==> config.mk <==
export PLATFORM = sky130hd
export DESIGN_NAME = opcode_decoder
export DESIGN_NICKNAME = d
export VERILOG_FILES = /design/src/hdl/opcode_decoder.v /design/src/hdl/word_hold.v
export VERILOG_INCLUDE_DIRS = /design/src /design/src/pkg
export SDC_FILE = /design/constraint.sdc
export NUM_CORES = 1
export LEC_CHECK = 0
export ABC_CLOCK_PERIOD_IN_PS = 5400
export BUFFER_PORTS_ARGS = -buffer_cell sky130_fd_sc_hd__buf_2
export CORE_ASPECT_RATIO = 2
export CORE_MARGIN = 1
export CORE_UTILIZATION = 60
export CTS_CLUSTER_SIZE = 12
export DETAILED_ROUTE_END_ITERATION = 7
export PLACE_DENSITY = 0.95
export RECOVER_POWER = 100
export SYNTH_ARGS = -nofsm -noshare
export SYNTH_HDL_FRONTEND = slang
export SYNTH_SLANG_ARGS = --single-unit
==> constraint.sdc <==
create_clock -name REF_CLK -period 5.4 [get_ports REF_CLK]
set_input_delay 0.54 -clock REF_CLK [delete_from_list [all_inputs] [get_ports REF_CLK]]
set_output_delay 0.54 -clock REF_CLK [all_outputs]
set_load 0.05 [all_outputs]
==> src/pkg/opcode_decoder_defines.vh <==
// Purpose: Shared constants of the load and multiply opcode decoder
// Assumes: Included by bare name from the design files
// Notes: Patterns are mask and match pairs on the first instruction word
`ifndef OPCODE_DECODER_DEFINES_VH
`define OPCODE_DECODER_DEFINES_VH

// Operation identifiers presented to the execution pipeline
`define OP_NONE                      5'h00
`define OP_LOAD_ACC_LOW_SHORT        5'h01
`define OP_ZERO_LOW_LOAD_HIGH        5'h02
`define OP_ZERO_LOAD_LOW_NO_SIGN     5'h03
`define OP_LOAD_ACC_SHIFT_BY_MULT    5'h04
`define OP_LOAD_AUX_REG_SHORT        5'h05
`define OP_LOAD_AUX_REG_LONG         5'h06
`define OP_LOAD_PAGE_PTR_IMM         5'h07
`define OP_LOAD_STATUS_ZERO          5'h08
`define OP_LOAD_STATUS_ONE           5'h09
`define OP_LOAD_MULT_AND_ACCUMULATE  5'h0a
`define OP_LOAD_MULT_ACC_MOVE        5'h0b
`define OP_LOAD_MULT_AND_PRODUCT     5'h0c
`define OP_LOAD_MULT_AND_SUBTRACT    5'h0d
`define OP_MULTIPLY_ACCUMULATE       5'h0e
`define OP_MULTIPLY_ACCUMULATE_MOVE  5'h0f
`define OP_LOAD_AUX_PTR              5'h10
`define OP_MULTIPLY_DATA             5'h11
`define OP_MULTIPLY_IMM              5'h12
`define OP_MULTIPLY_ADD_PREV         5'h13
`define OP_MULTIPLY_SUB_PREV         5'h14
`define OP_NORMALIZE_ACC             5'h15
`define OP_OR_IMM_SHIFT              5'h16
`define OP_OR_IMM_SHIFT16            5'h17
`define OP_PRODUCT_TO_ACC            5'h18

// Mask and match values on the first word
`define MASK_UPPER_BYTE    16'hff00
`define MASK_UPPER_5       16'hf800
`define MASK_UPPER_7       16'hfe00
`define MASK_UPPER_3       16'he000
`define MASK_UPPER_12      16'hfff0
`define MASK_UPPER_13      16'hfff8
`define MASK_FULL          16'hffff
`define PAT_LOAD_ACC_LOW_SHORT   16'hb900
`define PAT_ZERO_LOW_LOAD_HIGH   16'h6a00
`define PAT_ZERO_LOAD_LOW        16'h6900
`define PAT_LOAD_ACC_SHIFT_MULT  16'h6b00
`define PAT_LOAD_AUX_SHORT       16'hb000
`define PAT_LOAD_AUX_LONG        16'hbf08
`define PAT_LOAD_PAGE_IMM        16'hbc00
`define PAT_LOAD_STATUS_ZERO     16'h0e00
`define PAT_LOAD_STATUS_ONE      16'h0f00
`define PAT_LOAD_MULT_ACC        16'h7000
`define PAT_LOAD_MULT_ACC_MOVE   16'h7200
`define PAT_LOAD_MULT_PRODUCT    16'h7100
`define PAT_LOAD_MULT_SUBTRACT   16'h7400
`define PAT_MULT_ACC             16'ha200
`define PAT_MULT_ACC_MOVE        16'ha300
`define PAT_LOAD_AUX_PTR         16'h8b88
`define PAT_MULTIPLY_DATA        16'h5400
`define PAT_MULTIPLY_IMM         16'hc000
`define PAT_MULTIPLY_ADD_PREV    16'h5000
`define PAT_MULTIPLY_SUB_PREV    16'h5100
`define PAT_NORMALIZE_ACC        16'ha000
`define PAT_OR_IMM_SHIFT         16'hbfc0
`define PAT_OR_IMM_SHIFT16       16'hbe82
`define PAT_PRODUCT_TO_ACC       16'hbe03

// Field positions
`define FLD_ADDR_MSB    7
`define FLD_AUX_MSB     10
`define FLD_AUX_LSB     8
`define FLD_AUXP_MSB    2
`define FLD_SHIFT_MSB   3
`define FLD_PAGE_MSB    8
`define FLD_MPYK_MSB    12
`define ZERO_BYTE       8'h00

// Word and cycle counts
`define WORDS_ONE       2'h1
`define WORDS_TWO       2'h2
`define CYCLES_ONE      2'h1
`define CYCLES_TWO      2'h2
`define CYCLES_THREE    2'h3
`define SHIFT_OF_16     5'h10

`endif

==> src/hdl/opcode_decoder.v <==
// Purpose: Decodes accumulator, auxiliary, page, status, multiplicand,
//          multiply, normalize, OR-immediate and product transfer opcodes
// Assumes: Fetch words arrive synchronous to REF_CLK with valid and ready
// Notes: Two-word forms are issued only once their constant word is in
//
// Summary of operation
// - Upper byte b9 loads accumulator with low-byte constant; zero clears it; 1/1.
// - Upper byte 6a zeroes low accumulator and loads high half; 1/1.
// - Upper byte 69 zeroes accumulator, loads low half unsigned; 1/1.
// - Upper byte 6b loads accumulator shifted by multiplicand register; 1/1.
// - Nibble b then 0 plus select loads aux register from byte; 1/2.
// - Word bf08 to bf0f plus constant word loads aux register; 2/2.
// - Prefix 1011110 loads page pointer with nine-bit immediate; 1/2.
// - Upper bytes 0e and 0f load status register zero or one; 1/2.
// - Upper byte 70 loads multiplicand and adds previous product; 1/1.
// - Upper byte 72 loads multiplicand, accumulates, moves data word; 1/1.
// - Upper byte 71 loads multiplicand, product goes to accumulator; 1/1.
// - Upper byte 74 loads multiplicand, subtracts previous product; 1/1.
// - Upper bytes a2 and a3 plus constant word multiply-accumulate; 2/3.
// - Word 8b88 to 8b8f loads the aux register pointer; 1/1.
// - Upper byte 54 multiplies by data; prefix 110 multiplies by 13-bit constant.
// - Upper byte 50 multiplies and adds previous product; 1/1.
// - Upper byte 51 multiplies and subtracts previous product; 1/1.
// - Upper byte a0 normalizes the accumulator; 1/1.
// - Word bfcX plus constant ORs shifted constant into accumulator; 2/2.
// - Word be82 plus constant ORs constant shifted by 16; 2/2.
// - Word be03 copies product register into accumulator; 1/1.
`include "opcode_decoder_defines.vh"
`default_nettype none

module opcode_decoder #(
    parameter WORD_WIDTH = 16
) (
    input wire REF_CLK,
    input wire RST,
    input wire FETCH_VALID,
    input wire [WORD_WIDTH-1:0] FETCH_WORD,
    output wire FETCH_READY,
    input wire EXEC_READY,
    output wire DEC_VALID,
    output reg [4:0] DEC_OP,
    output reg [1:0] DEC_WORDS,
    output reg [1:0] DEC_CYCLES,
    output reg [7:0] DEC_ADDR_FIELD,
    output reg [WORD_WIDTH-1:0] DEC_IMM,
    output reg [2:0] DEC_AUX_SEL,
    output reg [4:0] DEC_SHIFT,
    output reg DEC_ZERO_ACC,
    output reg DEC_UNKNOWN
);

    localparam ST_OPCODE = 2'b01;
    localparam ST_OPERAND = 2'b10;

    reg [1:0] state;
    reg [1:0] next_state;
    reg out_full;
    wire accept;
    wire [WORD_WIDTH-1:0] held_word;
    wire [WORD_WIDTH-1:0] cls_word;
    wire in_operand;

    // Classification results of cls_word
    reg [4:0] cls_op;
    reg [1:0] cls_words;
    reg [1:0] cls_cycles;
    reg [WORD_WIDTH-1:0] cls_imm;
    reg [2:0] cls_aux;
    reg [4:0] cls_shift;
    reg cls_zero;
    reg cls_known;

    assign in_operand = (state == ST_OPERAND);
    // Slot frees as the pipeline takes the held decode
    assign FETCH_READY = !out_full || EXEC_READY;
    assign accept = FETCH_VALID && FETCH_READY;
    assign DEC_VALID = out_full;
    // Operand cycle decodes the held first word, not the constant
    assign cls_word = in_operand ? held_word : FETCH_WORD;

    word_hold #(
        .WIDTH(WORD_WIDTH)
    ) u_first_word (
        .clk(REF_CLK),
        .rst(RST),
        .load(accept && !in_operand),
        .din(FETCH_WORD),
        .dout(held_word)
    );

    always @* begin
        cls_op = `OP_NONE;
        cls_words = `WORDS_ONE;
        cls_cycles = `CYCLES_ONE;
        cls_imm = {WORD_WIDTH{1'b0}};
        cls_aux = 3'h0;
        cls_shift = 5'h00;
        cls_zero = 1'b0;
        cls_known = 1'b1;
        // Whole-word forms first so that wider prefixes cannot shadow them
        if ((cls_word & `MASK_FULL) == `PAT_PRODUCT_TO_ACC) begin
            cls_op = `OP_PRODUCT_TO_ACC;
        end else if ((cls_word & `MASK_FULL) == `PAT_OR_IMM_SHIFT16) begin
            cls_op = `OP_OR_IMM_SHIFT16;
            cls_words = `WORDS_TWO;
            cls_cycles = `CYCLES_TWO;
            cls_shift = `SHIFT_OF_16;
        end else if ((cls_word & `MASK_UPPER_12) == `PAT_OR_IMM_SHIFT) begin
            cls_op = `OP_OR_IMM_SHIFT;
            cls_words = `WORDS_TWO;
            cls_cycles = `CYCLES_TWO;
            cls_shift = {1'b0, cls_word[`FLD_SHIFT_MSB:0]};
        end else if ((cls_word & `MASK_UPPER_13) == `PAT_LOAD_AUX_LONG) begin
            cls_op = `OP_LOAD_AUX_REG_LONG;
            cls_words = `WORDS_TWO;
            cls_cycles = `CYCLES_TWO;
            cls_aux = cls_word[`FLD_AUXP_MSB:0];
        end else if ((cls_word & `MASK_UPPER_13) == `PAT_LOAD_AUX_PTR) begin
            cls_op = `OP_LOAD_AUX_PTR;
            cls_aux = cls_word[`FLD_AUXP_MSB:0];
        end else if ((cls_word & `MASK_UPPER_BYTE) == `PAT_LOAD_ACC_LOW_SHORT) begin
            cls_op = `OP_LOAD_ACC_LOW_SHORT;
            cls_imm = {{(WORD_WIDTH-8){1'b0}}, cls_word[`FLD_ADDR_MSB:0]};
            cls_zero = (cls_word[`FLD_ADDR_MSB:0] == `ZERO_BYTE);
        end else if ((cls_word & `MASK_UPPER_BYTE) == `PAT_ZERO_LOW_LOAD_HIGH) begin
            cls_op = `OP_ZERO_LOW_LOAD_HIGH;
        end else if ((cls_word & `MASK_UPPER_BYTE) == `PAT_ZERO_LOAD_LOW) begin
            cls_op = `OP_ZERO_LOAD_LOW_NO_SIGN;
        end else if ((cls_word & `MASK_UPPER_BYTE) == `PAT_LOAD_ACC_SHIFT_MULT) begin
            cls_op = `OP_LOAD_ACC_SHIFT_BY_MULT;
        end else if ((cls_word & `MASK_UPPER_5) == `PAT_LOAD_AUX_SHORT) begin
            cls_op = `OP_LOAD_AUX_REG_SHORT;
            cls_cycles = `CYCLES_TWO;
            cls_aux = cls_word[`FLD_AUX_MSB:`FLD_AUX_LSB];
            cls_imm = {{(WORD_WIDTH-8){1'b0}}, cls_word[`FLD_ADDR_MSB:0]};
        end else if ((cls_word & `MASK_UPPER_7) == `PAT_LOAD_PAGE_IMM) begin
            cls_op = `OP_LOAD_PAGE_PTR_IMM;
            cls_cycles = `CYCLES_TWO;
            cls_imm = {{(WORD_WIDTH-9){1'b0}}, cls_word[`FLD_PAGE_MSB:0]};
        end else if ((cls_word & `MASK_UPPER_BYTE) == `PAT_LOAD_STATUS_ZERO) begin
            cls_op = `OP_LOAD_STATUS_ZERO;
            cls_cycles = `CYCLES_TWO;
        end else if ((cls_word & `MASK_UPPER_BYTE) == `PAT_LOAD_STATUS_ONE) begin
            cls_op = `OP_LOAD_STATUS_ONE;
            cls_cycles = `CYCLES_TWO;
        end else if ((cls_word & `MASK_UPPER_BYTE) == `PAT_LOAD_MULT_ACC) begin
            cls_op = `OP_LOAD_MULT_AND_ACCUMULATE;
        end else if ((cls_word & `MASK_UPPER_BYTE) == `PAT_LOAD_MULT_ACC_MOVE) begin
            cls_op = `OP_LOAD_MULT_ACC_MOVE;
        end else if ((cls_word & `MASK_UPPER_BYTE) == `PAT_LOAD_MULT_PRODUCT) begin
            cls_op = `OP_LOAD_MULT_AND_PRODUCT;
        end else if ((cls_word & `MASK_UPPER_BYTE) == `PAT_LOAD_MULT_SUBTRACT) begin
            cls_op = `OP_LOAD_MULT_AND_SUBTRACT;
        end else if ((cls_word & `MASK_UPPER_BYTE) == `PAT_MULT_ACC) begin
            cls_op = `OP_MULTIPLY_ACCUMULATE;
            cls_words = `WORDS_TWO;
            cls_cycles = `CYCLES_THREE;
        end else if ((cls_word & `MASK_UPPER_BYTE) == `PAT_MULT_ACC_MOVE) begin
            cls_op = `OP_MULTIPLY_ACCUMULATE_MOVE;
            cls_words = `WORDS_TWO;
            cls_cycles = `CYCLES_THREE;
        end else if ((cls_word & `MASK_UPPER_BYTE) == `PAT_MULTIPLY_DATA) begin
            cls_op = `OP_MULTIPLY_DATA;
        end else if ((cls_word & `MASK_UPPER_3) == `PAT_MULTIPLY_IMM) begin
            cls_op = `OP_MULTIPLY_IMM;
            cls_imm = {{(WORD_WIDTH-13){1'b0}}, cls_word[`FLD_MPYK_MSB:0]};
        end else if ((cls_word & `MASK_UPPER_BYTE) == `PAT_MULTIPLY_ADD_PREV) begin
            cls_op = `OP_MULTIPLY_ADD_PREV;
        end else if ((cls_word & `MASK_UPPER_BYTE) == `PAT_MULTIPLY_SUB_PREV) begin
            cls_op = `OP_MULTIPLY_SUB_PREV;
        end else if ((cls_word & `MASK_UPPER_BYTE) == `PAT_NORMALIZE_ACC) begin
            cls_op = `OP_NORMALIZE_ACC;
        end else begin
            // Outside this decoder's slice; reported, not swallowed
            cls_known = 1'b0;
        end
    end

    always @* begin
        next_state = state;
        case (state)
            ST_OPCODE: begin
                // Hold off issue until the constant word arrives
                if (accept && cls_known && (cls_words == `WORDS_TWO)) begin
                    next_state = ST_OPERAND;
                end
            end
            ST_OPERAND: begin
                if (accept) begin
                    next_state = ST_OPCODE;
                end
            end
            default: begin
                next_state = ST_OPCODE;
            end
        endcase
    end

    always @(posedge REF_CLK or posedge RST) begin
        if (RST) begin
            state <= ST_OPCODE;
        end else begin
            state <= next_state;
        end
    end

    wire issue_single;
    wire issue_double;
    assign issue_single = accept && !in_operand &&
        !(cls_known && (cls_words == `WORDS_TWO));
    assign issue_double = accept && in_operand;

    always @(posedge REF_CLK or posedge RST) begin
        if (RST) begin
            out_full <= 1'b0;
            DEC_OP <= `OP_NONE;
            DEC_WORDS <= 2'h0;
            DEC_CYCLES <= 2'h0;
            DEC_ADDR_FIELD <= 8'h00;
            DEC_IMM <= {WORD_WIDTH{1'b0}};
            DEC_AUX_SEL <= 3'h0;
            DEC_SHIFT <= 5'h00;
            DEC_ZERO_ACC <= 1'b0;
            DEC_UNKNOWN <= 1'b0;
        end else begin
            if (issue_single || issue_double) begin
                out_full <= 1'b1;
                DEC_OP <= cls_op;
                DEC_WORDS <= cls_words;
                DEC_CYCLES <= cls_cycles;
                DEC_ADDR_FIELD <= cls_word[`FLD_ADDR_MSB:0];
                // Second word is the constant for all two-word forms
                DEC_IMM <= issue_double ? FETCH_WORD : cls_imm;
                DEC_AUX_SEL <= cls_aux;
                DEC_SHIFT <= cls_shift;
                DEC_ZERO_ACC <= cls_zero;
                DEC_UNKNOWN <= !cls_known;
            end else if (EXEC_READY) begin
                out_full <= 1'b0;
            end
        end
    end

endmodule // opcode_decoder

`default_nettype wire

==> src/hdl/word_hold.v <==
// Purpose: Holds the first word of a two-word instruction
// Assumes: Load is a one-cycle enable in the REF_CLK domain
// Notes: Clears to zero under reset
`default_nettype none

module word_hold #(
    parameter WIDTH = 16
) (
    input wire clk,
    input wire rst,
    input wire load,
    input wire [WIDTH-1:0] din,
    output reg [WIDTH-1:0] dout
);

    always @(posedge clk or posedge rst) begin
        if (rst) begin
            dout <= {WIDTH{1'b0}};
        end else if (load) begin
            dout <= din;
        end
    end

endmodule // word_hold

`default_nettype wire

==> results of run 1 <==
## kinds of logic after synthesis
family                 Yosys count  synth area share [%]
flip-flops                      62                 45.46
multiplexers                    32                 10.07
AO/OA/AOI/OAI                   96                 20.66
buffers and inverters           28                 4.249
AND/OR/NAND/NOR                137                 19.56
## power by group
| group | switching [uW] | internal [uW] | total (uW) |
|---|---|---|---|
| clock | 186 | 179 | 365 |
| combinational | 214 | 67.9 | 282 |
| sequential | 39.5 | 513 | 552 |
| total | 440 | 759 | 1200 |
## path summary, 6_finish.rpt
check                                          startpoint                         to  slack, ns  cells past startpoint
worst min-delay path                        FETCH_WORD[2]     DEC_IMM[2]$_DFFE_PP0P_       0.47                      3
worst max-delay path                 state[0]$_DFFE_PP1P_     DEC_IMM[8]$_DFFE_PP0P_       0.68                      8
min in group asynchronous                             RST    DEC_IMM[15]$_DFFE_PP0P_       1.41                      3
worst min register to register  DEC_CYCLES[0]$_DFFE_PP0P_  DEC_CYCLES[0]$_DFFE_PP0P_       0.48                      1
worst max register to register       state[0]$_DFFE_PP1P_     DEC_IMM[8]$_DFFE_PP0P_       0.68                      8
max in group asynchronous                             RST    DEC_IMM[11]$_DFFE_PP0P_       2.18                      3
## through the flow
step	setup WS (ns)	utilization (%)	area [um2]
after floorplan	2.886	-	3416
after global placement	1.397	68.28	3734
after detailed placement	1.143	68.28	3734
after CTS	1.107	71.49	3909
after global routing	0.3970	69.98	3826
final	0.6817	69.98	3826
## final cells by class
type	count	area [um2]
multi-input cells	265	1695
fillers	442	1642
flip-flops and latches	62	1553
repair buffers	69	297.8
clock buffers	11	141.4
well taps	60	75.07
clock inverters	5	33.78
inverters	8	30.03
## cell usage in the layout, fill, tap and decap left out, types with 7 or more instances in the layout
| cell | Yosys | layout |
|---|---|---|
| inv_1 | 8 | 8 |
| dfrtp_1 | 61 | 61 |
| o21ai_0 | 15 | 18 |
| nor3_1 | 7 | 7 |
| nand2_1 | 45 | 45 |
| nand3_1 | 9 | 9 |
| clkbuf_8 | 0 | 10 |
| a31oi_1 | 13 | 13 |
| nor2_1 | 47 | 47 |
| clkbuf_1 | 6 | 47 |
| mux2_2 | 16 | 16 |
| buf_2 | 8 | 19 |
| a21oi_1 | 18 | 18 |
| mux2i_1 | 15 | 16 |
## worst register-to-register path: cells and delay by family, from the launching register on
kind	cells	cell delay [ns]
compound gates	5	2.30
flops	1	0.71
simple gates	1	0.64
mux	1	0.57
buf+inv	1	0.40
## sequential cells by signal (all words and copies together), names as in the netlist
name and count:
DEC_ADDR_FIELD 8, DEC_AUX_SEL 3, DEC_CYCLES 2, DEC_IMM 16
DEC_OP 5, DEC_SHIFT 5, DEC_UNKNOWN 1, DEC_VALID 1
DEC_WORDS 2, DEC_ZERO_ACC 1, state 2, u_first_word.dout 16
## routing by layer
layer  wire (um)  vias to the layer above
met5           0                        -
met4         585                        0
met3         566                       56
met2        5261                      174
met1        3447                     1543
li1            -                     1421
==> out/results.tsv, run 1 <==
stage	metric	value	unit
sta	finClkSkew	0.009429	ns
status	status	finished, violations left	
detailed_routing	drtIter0Drc	236	
synthesis	avgSynthCellArea	9.622	um2
floorplan	die_area	6017	um2
clock_network	cts_sinks	62	
detailed_routing	drtPass1Iterations	5	
synthesis	yosysSeqAreaShare	45.46	%
synthesis	synth_area_leaders	dfrtp_1 45%, mux2_2 5.3%, nor2_1 5.2%	
critical_path	endpoint_kind	flip-flop	
critical_path	slowest_stage	a41o_1	
detailed_routing	finalWirelength	9861	um
grt	use_met1	35.31	%
detailed_routing	wl_per_cell	20.54	um
sta	rsz0062_at_grt	no	
sta	drv_slew	63	
clock_network	cts_setup_buffers	0	
critical_path	worstPathRequired	5.64	ns
floorplan	die_x	55.35	um
job	maxCapViolCount	1	
critical_path	worstPathMaxFanout	41	
clock_network	clk_latency	0.35	ns
synthesis	yosysMostFrequentCell	dfrtp_1	
power	powerDensity	313.4	nW/um2
floorplan	start_util	62.47	%
layout	drive_gt1_share	15.24	%
placed_design	dpl.hpwl	7265	um
synthesis	synthCells	355	
grt	grt_use_met2	59.81	%
layout	n_antenna_cell	0	
grt	grt-ovfl-total	0	
hold_path	holdCritPathClass	input port to flip-flop	
status	violations	capacitance limit, slew limit	
clock_network	cts_inserted_buffers	9	
critical_path	crit_chain	nand2b_1 -> buf_4 -> mux2i_1 -> a2111oi_0 -> o211ai_2 -> a41o_1 -> o311ai_0 -> o21a_1	
synthesis	async_flop_share	100.0	%
detailed_routing	antenna_left	0	
synthesis	synth_seq_cells	62	
critical_path	critPathBufInv	1	
placed_design	gp_congestion	0.9910	
synthesis	syn-cell-area	3416	um2
critical_path	critPathKind	flip-flop to flip-flop	
synthesis	synth_area_leader_cell	dfrtp_1	
floorplan	die_h	108.7	um
grt	grt_pass1_wl	15490	um
grt	grt_max_degree	63	
grt	grt-busiest-layer	met2	
sta	worst_slew_pin_slew	3.205	ns
sta	final.period_utilization	87.38	%
grt	grt_pass1_vias	3180	
sta	clock.fmax	211.9	MHz
layout	finalNonFillerCells	480	
detailed_routing	vias_per_cell	6.654	
power	power	1199	uW
sta	setup_viol	0	
floorplan	core_region_area	5468	um2
power	ir_drop	0.2964	mV
placed_design	dp_cells	464	
grt	track_usage	33.76	%
floorplan	rows	38	
clock_network	cts_hold_repair.buffers	0	
clock_network	ctsLongestPathBuffers	2	
layout	area_growth	12.01	%
synthesis	syn_nets	375	
sta	final.min_clock_period	4.718	ns
synthesis	synth_edf_count	0	
synthesis	synth.cells.most_frequent	61 x dfrtp_1, 47 x nor2_1, 45 x nand2_1	
clock_network	cts.clk_slew.worst_paths	0.07	ns
synthesis	yosysWarningCount	0	
critical_path	slowest_delay	1.08	ns
synthesis	synth_top_cell_area_share	44.69	%
critical_path	startpoint_type	flip-flop	
clock_network	cts_tree	done	
sta	max_slew_margin	-113.6	%
synthesis	ys_types	60	
power	leakagePower	0.001682	uW
synthesis	ys.flop_type	dfrtp_1	
sta	hold_violations	0	
clock_network	cts_resized	0	
sta	tns	0	ns
grt	antenna_found_initial	0	
clock_network	clock_tree.root_cell	clkbuf_8	
grt	grtUsageMet3	6.880	%
critical_path	critPathTopFamily	compound AO/OA/AOI/OAI gates	
detailed_routing	vias	3194	
detailed_routing	drcViolationCount	0	
critical_path	cp.arrival	4.96	ns
clock_network	cts-htree-levels	3	
layout	finalNetCount	435	
floorplan	io_pins	65	
placed_design	port_buffers	64	
sta	whs	0.4668	ns
(Power assumes the default switching activity.)
==> run 2: changes to the inputs <==
--- a/config.mk
+++ b/config.mk
@@ -10,11 +10,12 @@
 export BUFFER_PORTS_ARGS = -buffer_cell sky130_fd_sc_hd__buf_2
 export CORE_ASPECT_RATIO = 2
 export CORE_MARGIN = 1
-export CORE_UTILIZATION = 60
+export CORE_UTILIZATION = 25
 export CTS_CLUSTER_SIZE = 12
 export DETAILED_ROUTE_END_ITERATION = 7
-export PLACE_DENSITY = 0.95
+export PLACE_DENSITY = 0.52
 export RECOVER_POWER = 100
 export SYNTH_ARGS = -nofsm -noshare
 export SYNTH_HDL_FRONTEND = slang
+export SYNTH_HIERARCHICAL = 1
 export SYNTH_SLANG_ARGS = --single-unit
==> run 2 against run 1 <==
  * The flow still finishes with violations (capacitance limit, slew limit)
  * Power up 8.8%
  * Flip-flop and latch count unchanged
  * Register-to-register slack better by 0.43 ns
  * First-iteration DRC count down 26%
  * Critical path depth up 1
  * Die area up 140%
  * Combinational power down 19%
  * Clock-buffer cell count unchanged
  * Fmax up 10%
  * Final cell count up 19%
  * Critical path type unchanged
  * Largest power group unchanged
==> out/results.tsv, run 2 <==
stage	metric	value	unit
synthesis	synth_area_leader_cell	dfrtp_1	
detailed_routing	vias_per_cell	5.158	
grt	grt-ovfl-total	0	
layout	area_growth	16.88	%
clock_network	clock_tree.root_cell	clkbuf_16	
synthesis	synth_area_leaders	dfrtp_1 44%, nand2_1 5.5%, o21ai_0 4.6%	
sta	final.min_clock_period	4.290	ns
placed_design	dp_cells	555	
sta	final.period_utilization	79.45	%
sta	clock.fmax	233.1	MHz
placed_design	dpl_cell_area	3916	um2
floorplan	die_h	168.9	um
clock_network	cts-htree-levels	3	
power	powerDensity	320.5	nW/um2
grt	grt_pass1_vias	2963	
sta	tns	0	ns
layout	finalNetCount	431	
floorplan	rows	60	
critical_path	r2r_slack	1.11	ns
layout	n_antenna_cell	0	
floorplan	io_pins	65	
layout	nFillCells	1479	
sta	max_slew_margin	-14.79	%
layout	drive_gt1_share	12.74	%
synthesis	synth_seq_cells	62	
detailed_routing	finalWirelength	11100	um
sta	finClkSkew	0.009615	ns
sta	setup_viol	0	
critical_path	worstPathMaxFanout	81	
grt	grt_max_degree	82	
layout	mostFrequentLayoutCell	dfrtp_1	
layout	final_cell_mix	61 x dfrtp_1, 51 x nand2_1, 49 x clkbuf_1, 32 x o21ai_0	
placed_design	gp_congestion	0.9506	
clock_network	cts_sinks	62	
synthesis	synthCells	350	
critical_path	worstPathRequired	5.62	ns
floorplan	die_area	14440	um2
critical_path	critPathKind	flip-flop to flip-flop	
power	ir_drop	0.1492	mV
placed_design	port_buffers	64	
power	leakagePower	0.001676	uW
detailed_routing	wl_per_cell	19.44	um
synthesis	yosysSeqAreaShare	44.58	%
synthesis	syn_nets	370	
job	maxCapViolCount	1	
grt	antenna_found_initial	0	
clock_network	cts.clk_slew.worst_paths	0.06	ns
hold_path	holdCritPathClass	input port to asynchronous set/reset pin	
clock_network	cts_hold_repair.buffers	0	
synthesis	synth.cells.most_frequent	61 x dfrtp_1, 51 x nand2_1, 32 x o21ai_0	
detailed_routing	drtIter0Drc	175	
detailed_routing	vias	2945	
clock_network	cts_setup_buffers	0	
floorplan	core_region_area	13510	um2
sta	hold_violations	0	
critical_path	ff2ff_path_depth	9	
synthesis	yosysMostFrequentCell	dfrtp_1	
synthesis	async_flop_share	100.0	%
floorplan	start_util	25.78	%
layout	finalNonFillerCells	571	
critical_path	r2r_end	DEC_UNKNOWN$_DFFE_PP0P_	
layout	biggestRegsByFlops	DEC_IMM: 16 flops, u_first_word/dout: 16 flops, DEC_ADDR_FIELD: 8 flops	
clock_network	cts_tree	done	
grt	track_usage	16.19	%
layout	final_area	4071	um2
sta	drv_slew	47	
sta	worst_slew_pin_slew	1.720	ns
sta	rsz0062_at_grt	no	
synthesis	syn-cell-area	3483	um2
critical_path	endpoint_kind	flip-flop	
clock_network	cts_inserted_buffers	9	
detailed_routing	drcViolationCount	0	
synthesis	ys.flop_type	dfrtp_1	
clock_network	cts_resized	0	
detailed_routing	antenna_left	0	
clock_network	clk_latency	0.34	ns
clock_network	ctsLongestPathBuffers	2	
status	violations	capacitance limit, slew limit	
synthesis	synth_edf_count	0	
detailed_routing	drtPass1Iterations	4	
placed_design	dpl.hpwl	8839	um
floorplan	die_x	85.47	um
status	status	finished, violations left	
critical_path	r2r-start	state[1]$_DFFE_PP0P_	
grt	grt_pass1_wl	17280	um
synthesis	yosysWarningCount	6	
synthesis	avgSynthCellArea	9.952	um2
critical_path	startpoint_type	flip-flop	
synthesis	synth_top_cell_area_share	43.82	%
critical_path	cp.arrival	4.51	ns
synthesis	ys_types	57	
## run 2: logic make-up (layout without fill, tap and decap cells)
group / Yosys count / count (layout) / synth area share, %
AOI/OAI and AO/OA: 93 / 93 / 18.54
xor gates and xnor gates: 1 / 1 / 0.2515
buffers and inverters: 33 / 99 / 5.352
DFF: 62 / 62 / 44.58
muxes: 34 / 34 / 12.32
and+or+nand+nor: 127 / 127 / 18.97
## run 2: final cells by class
type                            instances  area (um2)  area share, %
Timing Repair Buffer                   69       305.3          7.498
Tap cell                              155       193.9          4.763
Clock buffer                           11       242.7          5.962
Clock inverter                          5       35.03         0.8605
Inverter                               14       52.55          1.291
Sequential cell                        62        1553          38.14
Multi-Input combinational cell        255        1689          41.49
## run 2: worst max path at each step
stage,cells after the start,startpoint,end
floorplan,9,state[1]$_DFFE_PP0P_,DEC_IMM[1]$_DFFE_PP0P_
global placement,7,state[0]$_DFFE_PP1P_,DEC_WORDS[0]$_DFFE_PP0P_
detailed placement,9,state[1]$_DFFE_PP0P_,DEC_UNKNOWN$_DFFE_PP0P_
CTS,9,state[1]$_DFFE_PP0P_,DEC_UNKNOWN$_DFFE_PP0P_
global route,9,state[1]$_DFFE_PP0P_,DEC_UNKNOWN$_DFFE_PP0P_
finish,9,state[1]$_DFFE_PP0P_,DEC_UNKNOWN$_DFFE_PP0P_
## run 2: layer usage
layer / vias up / share of wire (%) / global-route usage, %
met2: 81 / 54 / 29.18
met4: 0 / 6.1 / 10.58
li1: 1415 / - / -
met3: 36 / 3.0 / 2.535
met5: - / 0 / 0
met1: 1413 / 37 / 17.06
## run 2: report_power, final
| part | internal [uW] | switching (uW) | leakage [uW] | total, uW |
|---|---|---|---|---|
| registers | 505 | 36.0 | 0.000792 | 541 |
| clock network | 323 | 212 | 0.000135 | 534 |
| logic | 58.4 | 171 | 0.000749 | 229 |
## run 2: critical path: stages (launching register included)
cell,delay [ns]
dfrtp_1,0.57
nor2b_1,0.72
clkbuf_1,0.59
mux2i_1,0.74
mux2i_1,0.29
a32oi_2,0.09
o31ai_1,0.41
buf_12,0.33
nor4_1,0.14
a32o_1,0.27
## run 2: per-stage QoR
| step | setup slack, ns | utilization, % | hold slack [ns] | power, uW |
|---|---|---|---|---|
| floorplan | 3.008 | - | 0.4537 | 726.5 |
| global placement | 1.878 | 28.98 | 0.4594 | 797.9 |
| detailed placement | 1.783 | 28.98 | 0.4606 | 800.0 |
| CTS | 1.762 | 31.04 | 0.3014 | 1340 |
| global route | 0.8416 | 30.13 | 0.3202 | 1361 |
| finish | 1.110 | 30.13 | 0.2558 | 1305 |
==> run 3: changes to the inputs <==
--- a/config.mk
+++ b/config.mk
@@ -6,14 +6,14 @@
 export SDC_FILE = /design/constraint.sdc
 export NUM_CORES = 1
 export LEC_CHECK = 0
-export ABC_CLOCK_PERIOD_IN_PS = 5400
+export ABC_CLOCK_PERIOD_IN_PS = 3800
 export BUFFER_PORTS_ARGS = -buffer_cell sky130_fd_sc_hd__buf_2
 export CORE_ASPECT_RATIO = 2
 export CORE_MARGIN = 1
 export CORE_UTILIZATION = 25
 export CTS_CLUSTER_SIZE = 12
 export DETAILED_ROUTE_END_ITERATION = 7
-export PLACE_DENSITY = 0.52
+export PLACE_DENSITY = 0.54
 export RECOVER_POWER = 100
 export SYNTH_ARGS = -nofsm -noshare
 export SYNTH_HDL_FRONTEND = slang
==> constraint.sdc (replaced) <==
create_clock -name REF_CLK -period 3.8 [get_ports REF_CLK]
set_input_delay 0.38 -clock REF_CLK [delete_from_list [all_inputs] [get_ports REF_CLK]]
set_output_delay 0.38 -clock REF_CLK [all_outputs]
set_load 0.05 [all_outputs]
==> run 3 against run 2 <==
  * The run still ends with capacitance limit, slew limit left
  * Via count is 2.9% higher
  * Critical path depth unchanged
  * Combinational power increased by 44%
  * Power increased by 53%
  * Non-clock buffer count up 13
  * Wire length increased by 0.19%
  * Highest routed layer unchanged
==> out/results.tsv, run 3 (same netlist as run 2, synthesis figures left out) <==
stage	metric	value	unit
critical_path	worstPathMaxFanout	19	
critical_path	cp.arrival	3.63	ns
clock_network	cts.clk_slew.worst_paths	0.05	ns
sta	finClkSkew	0.007140	ns
layout	n_antenna_cell	0	
grt	grt_max_degree	47	
sta	worst_slew_pin_slew	1.757	ns
job	maxCapViolCount	1	
clock_network	ctsLongestPathBuffers	2	
clock_network	cts_hold_repair.buffers	0	
floorplan	rows	60	
sta	clock.fmax	293.2	MHz
layout	finalNetCount	444	
critical_path	critPathTopFamily	compound AO/OA/AOI/OAI gates	
critical_path	slowest_stage	dfstp_2	
sta	max_slew_margin	-17.24	%
placed_design	dpl.hpwl	8842	um
detailed_routing	finalWirelength	11120	um
sta	rsz0062_at_grt	no	
critical_path	critPathKind	flip-flop to flip-flop	
layout	postLayoutCoreUtil	31.13	%
clock_network	cts_tree	done	
power	ir_drop	0.2008	mV
clock_network	cts_setup_buffers	0	
detailed_routing	drcViolationCount	0	
detailed_routing	vias_per_cell	5.187	
clock_network	cts_inserted_buffers	9	
floorplan	core_region_area	13510	um2
critical_path	crit_cells	9	
placed_design	gp_congestion	0.9398	
layout	final_cell_mix	61 x dfrtp_1, 51 x nand2_1, 50 x clkbuf_1, 32 x o21ai_0	
sta	hold_violations	0	
critical_path	endpoint_kind	flip-flop	
floorplan	die_h	168.9	um
layout	area_growth	20.76	%
critical_path	crit_chain	nand2b_1 -> buf_4 -> a31oi_1 -> nor2_1 -> a32oi_2 -> o31ai_1 -> clkbuf_2 -> nor4_1 -> a32o_1	
hold_path	holdCritPathClass	input port to asynchronous set/reset pin	
critical_path	slowest_delay	0.70	ns
sta	tns	0	ns
floorplan	start_util	25.78	%
detailed_routing	wl_per_cell	19.04	um
sta	drv_slew	47	
floorplan	die_area	14440	um2
grt	grt_pass1_vias	3121	
floorplan	die_x	85.47	um
sta	final.period_utilization	89.75	%
detailed_routing	drtIter0Drc	183	
layout	mostFrequentLayoutCell	dfrtp_1	
layout	finalNonFillerCells	584	
clock_network	clk_latency	0.34	ns
status	violations	capacitance limit, slew limit	
grt	track_usage	15.97	%
critical_path	worstPathRequired	4.02	ns
critical_path	startpoint_type	flip-flop	
sta	final.min_clock_period	3.411	ns
clock_network	cts-htree-levels	3	
placed_design	port_buffers	64	
layout	drive_gt1_share	15.62	%
floorplan	io_pins	65	
grt	antenna_found_initial	0	
layout	biggestRegsByFlops	DEC_IMM: 16 flops, u_first_word/dout: 16 flops, DEC_ADDR_FIELD: 8 flops	
grt	grt-ovfl-total	0	
detailed_routing	vias	3029	
clock_network	cts_sinks	62	
placed_design	dp_cells	568	
critical_path	critPathBufInv	2	
clock_network	clock_tree.root_cell	clkbuf_16	
detailed_routing	drtPass1Iterations	4	
status	status	finished, violations left	
power	powerDensity	475.4	nW/um2
detailed_routing	antenna_left	0	
sta	setup_viol	0	
grt	grt_pass1_wl	17350	um
power	leakagePower	0.001750	uW
clock_network	cts_resized	0	
critical_path	ff2ff_path_depth	9	
==> run 3: cell count changes in the layout (fill, tap and decap cells not counted), sizes merged <==
cell	before	now
clkinvlp	1	2
buf	21	31
clkbuf	59	61
inv	14	15
bufinv	0	2
clkinv	4	1
==> run 3: report_power, final <==
part	switching, uW	total [uW]	internal [uW]	leakage (uW)
Sequential	49.5	767	718	0.000792
Clock	308	903	595	0.000155
Combinational	244	330	86.3	0.000802
Total	601	2000	1400	0.00175
==> run 3: cell type report <==
cell class                 instances  area (um2)
tap                              155       193.9
clock inverter                     6       92.59
inverter                          14       52.55
timing repair buffer              82       380.4
fill                            1466        9306
multi-input combinational        255        1695
clock buffer                      10       239.0
sequential                        62        1553
==> run 3: final timing paths <==
check / to / slack (ns) / startpoint
max: DEC_UNKNOWN$_DFFE_PP0P_ / 0.39 / state[0]$_DFFE_PP1P_
min: u_first_word/dout[1]$_DFFE_PP0P_ / 0.11 / RST
max reg2reg: DEC_UNKNOWN$_DFFE_PP0P_ / 0.39 / state[0]$_DFFE_PP1P_
min reg2reg: DEC_WORDS[1]$_DFFE_PP0P_ / 0.47 / DEC_WORDS[1]$_DFFE_PP0P_
max in group asynchronous: DEC_WORDS[0]$_DFFE_PP0P_ / 2.18 / RST
min in group REF_CLK: DEC_IMM[4]$_DFFE_PP0P_ / 0.31 / FETCH_WORD[4]
==> run 3: routing by layer <==
layer / wire [um] / GRT usage (%) / vias up
met5: 0 / 0 / -
met4: 767 / 12.75 / 0
met2: 5796 / 27.93 / 102
li1: - / - / 1445
met1: 4145 / 16.48 / 1443
met3: 410 / 2.682 / 39
==> run 3: worst reg2reg max path: cells and delay by family, from the launching register on <==
| family | cells | cell delay, ns |
|---|---|---|
| AO/OA/AOI/OAI | 4 | 1.07 |
| AND/OR/NAND/NOR | 3 | 0.80 |
| buffers and inverters | 2 | 0.74 |
| flip-flops | 1 | 0.70 |
==> run 3: through the flow <==
stage / cell area (um2) / total power (uW) / hold WS (ns) / setup slack, ns
2_1_floorplan: 3483 / 1032 / 0.2937 / 1.408
3_3_place_gp: 4001 / 1134 / 0.4590 / 0.6217
3_5_place_dp: 4001 / 1139 / 0.4606 / 0.6167
4_1_cts: 4333 / 2048 / 0.1651 / 0.5879
5_1_grt: 4207 / 2082 / 0.1807 / 0.2061
6_report: 4207 / 2000 / 0.1141 / 0.3895
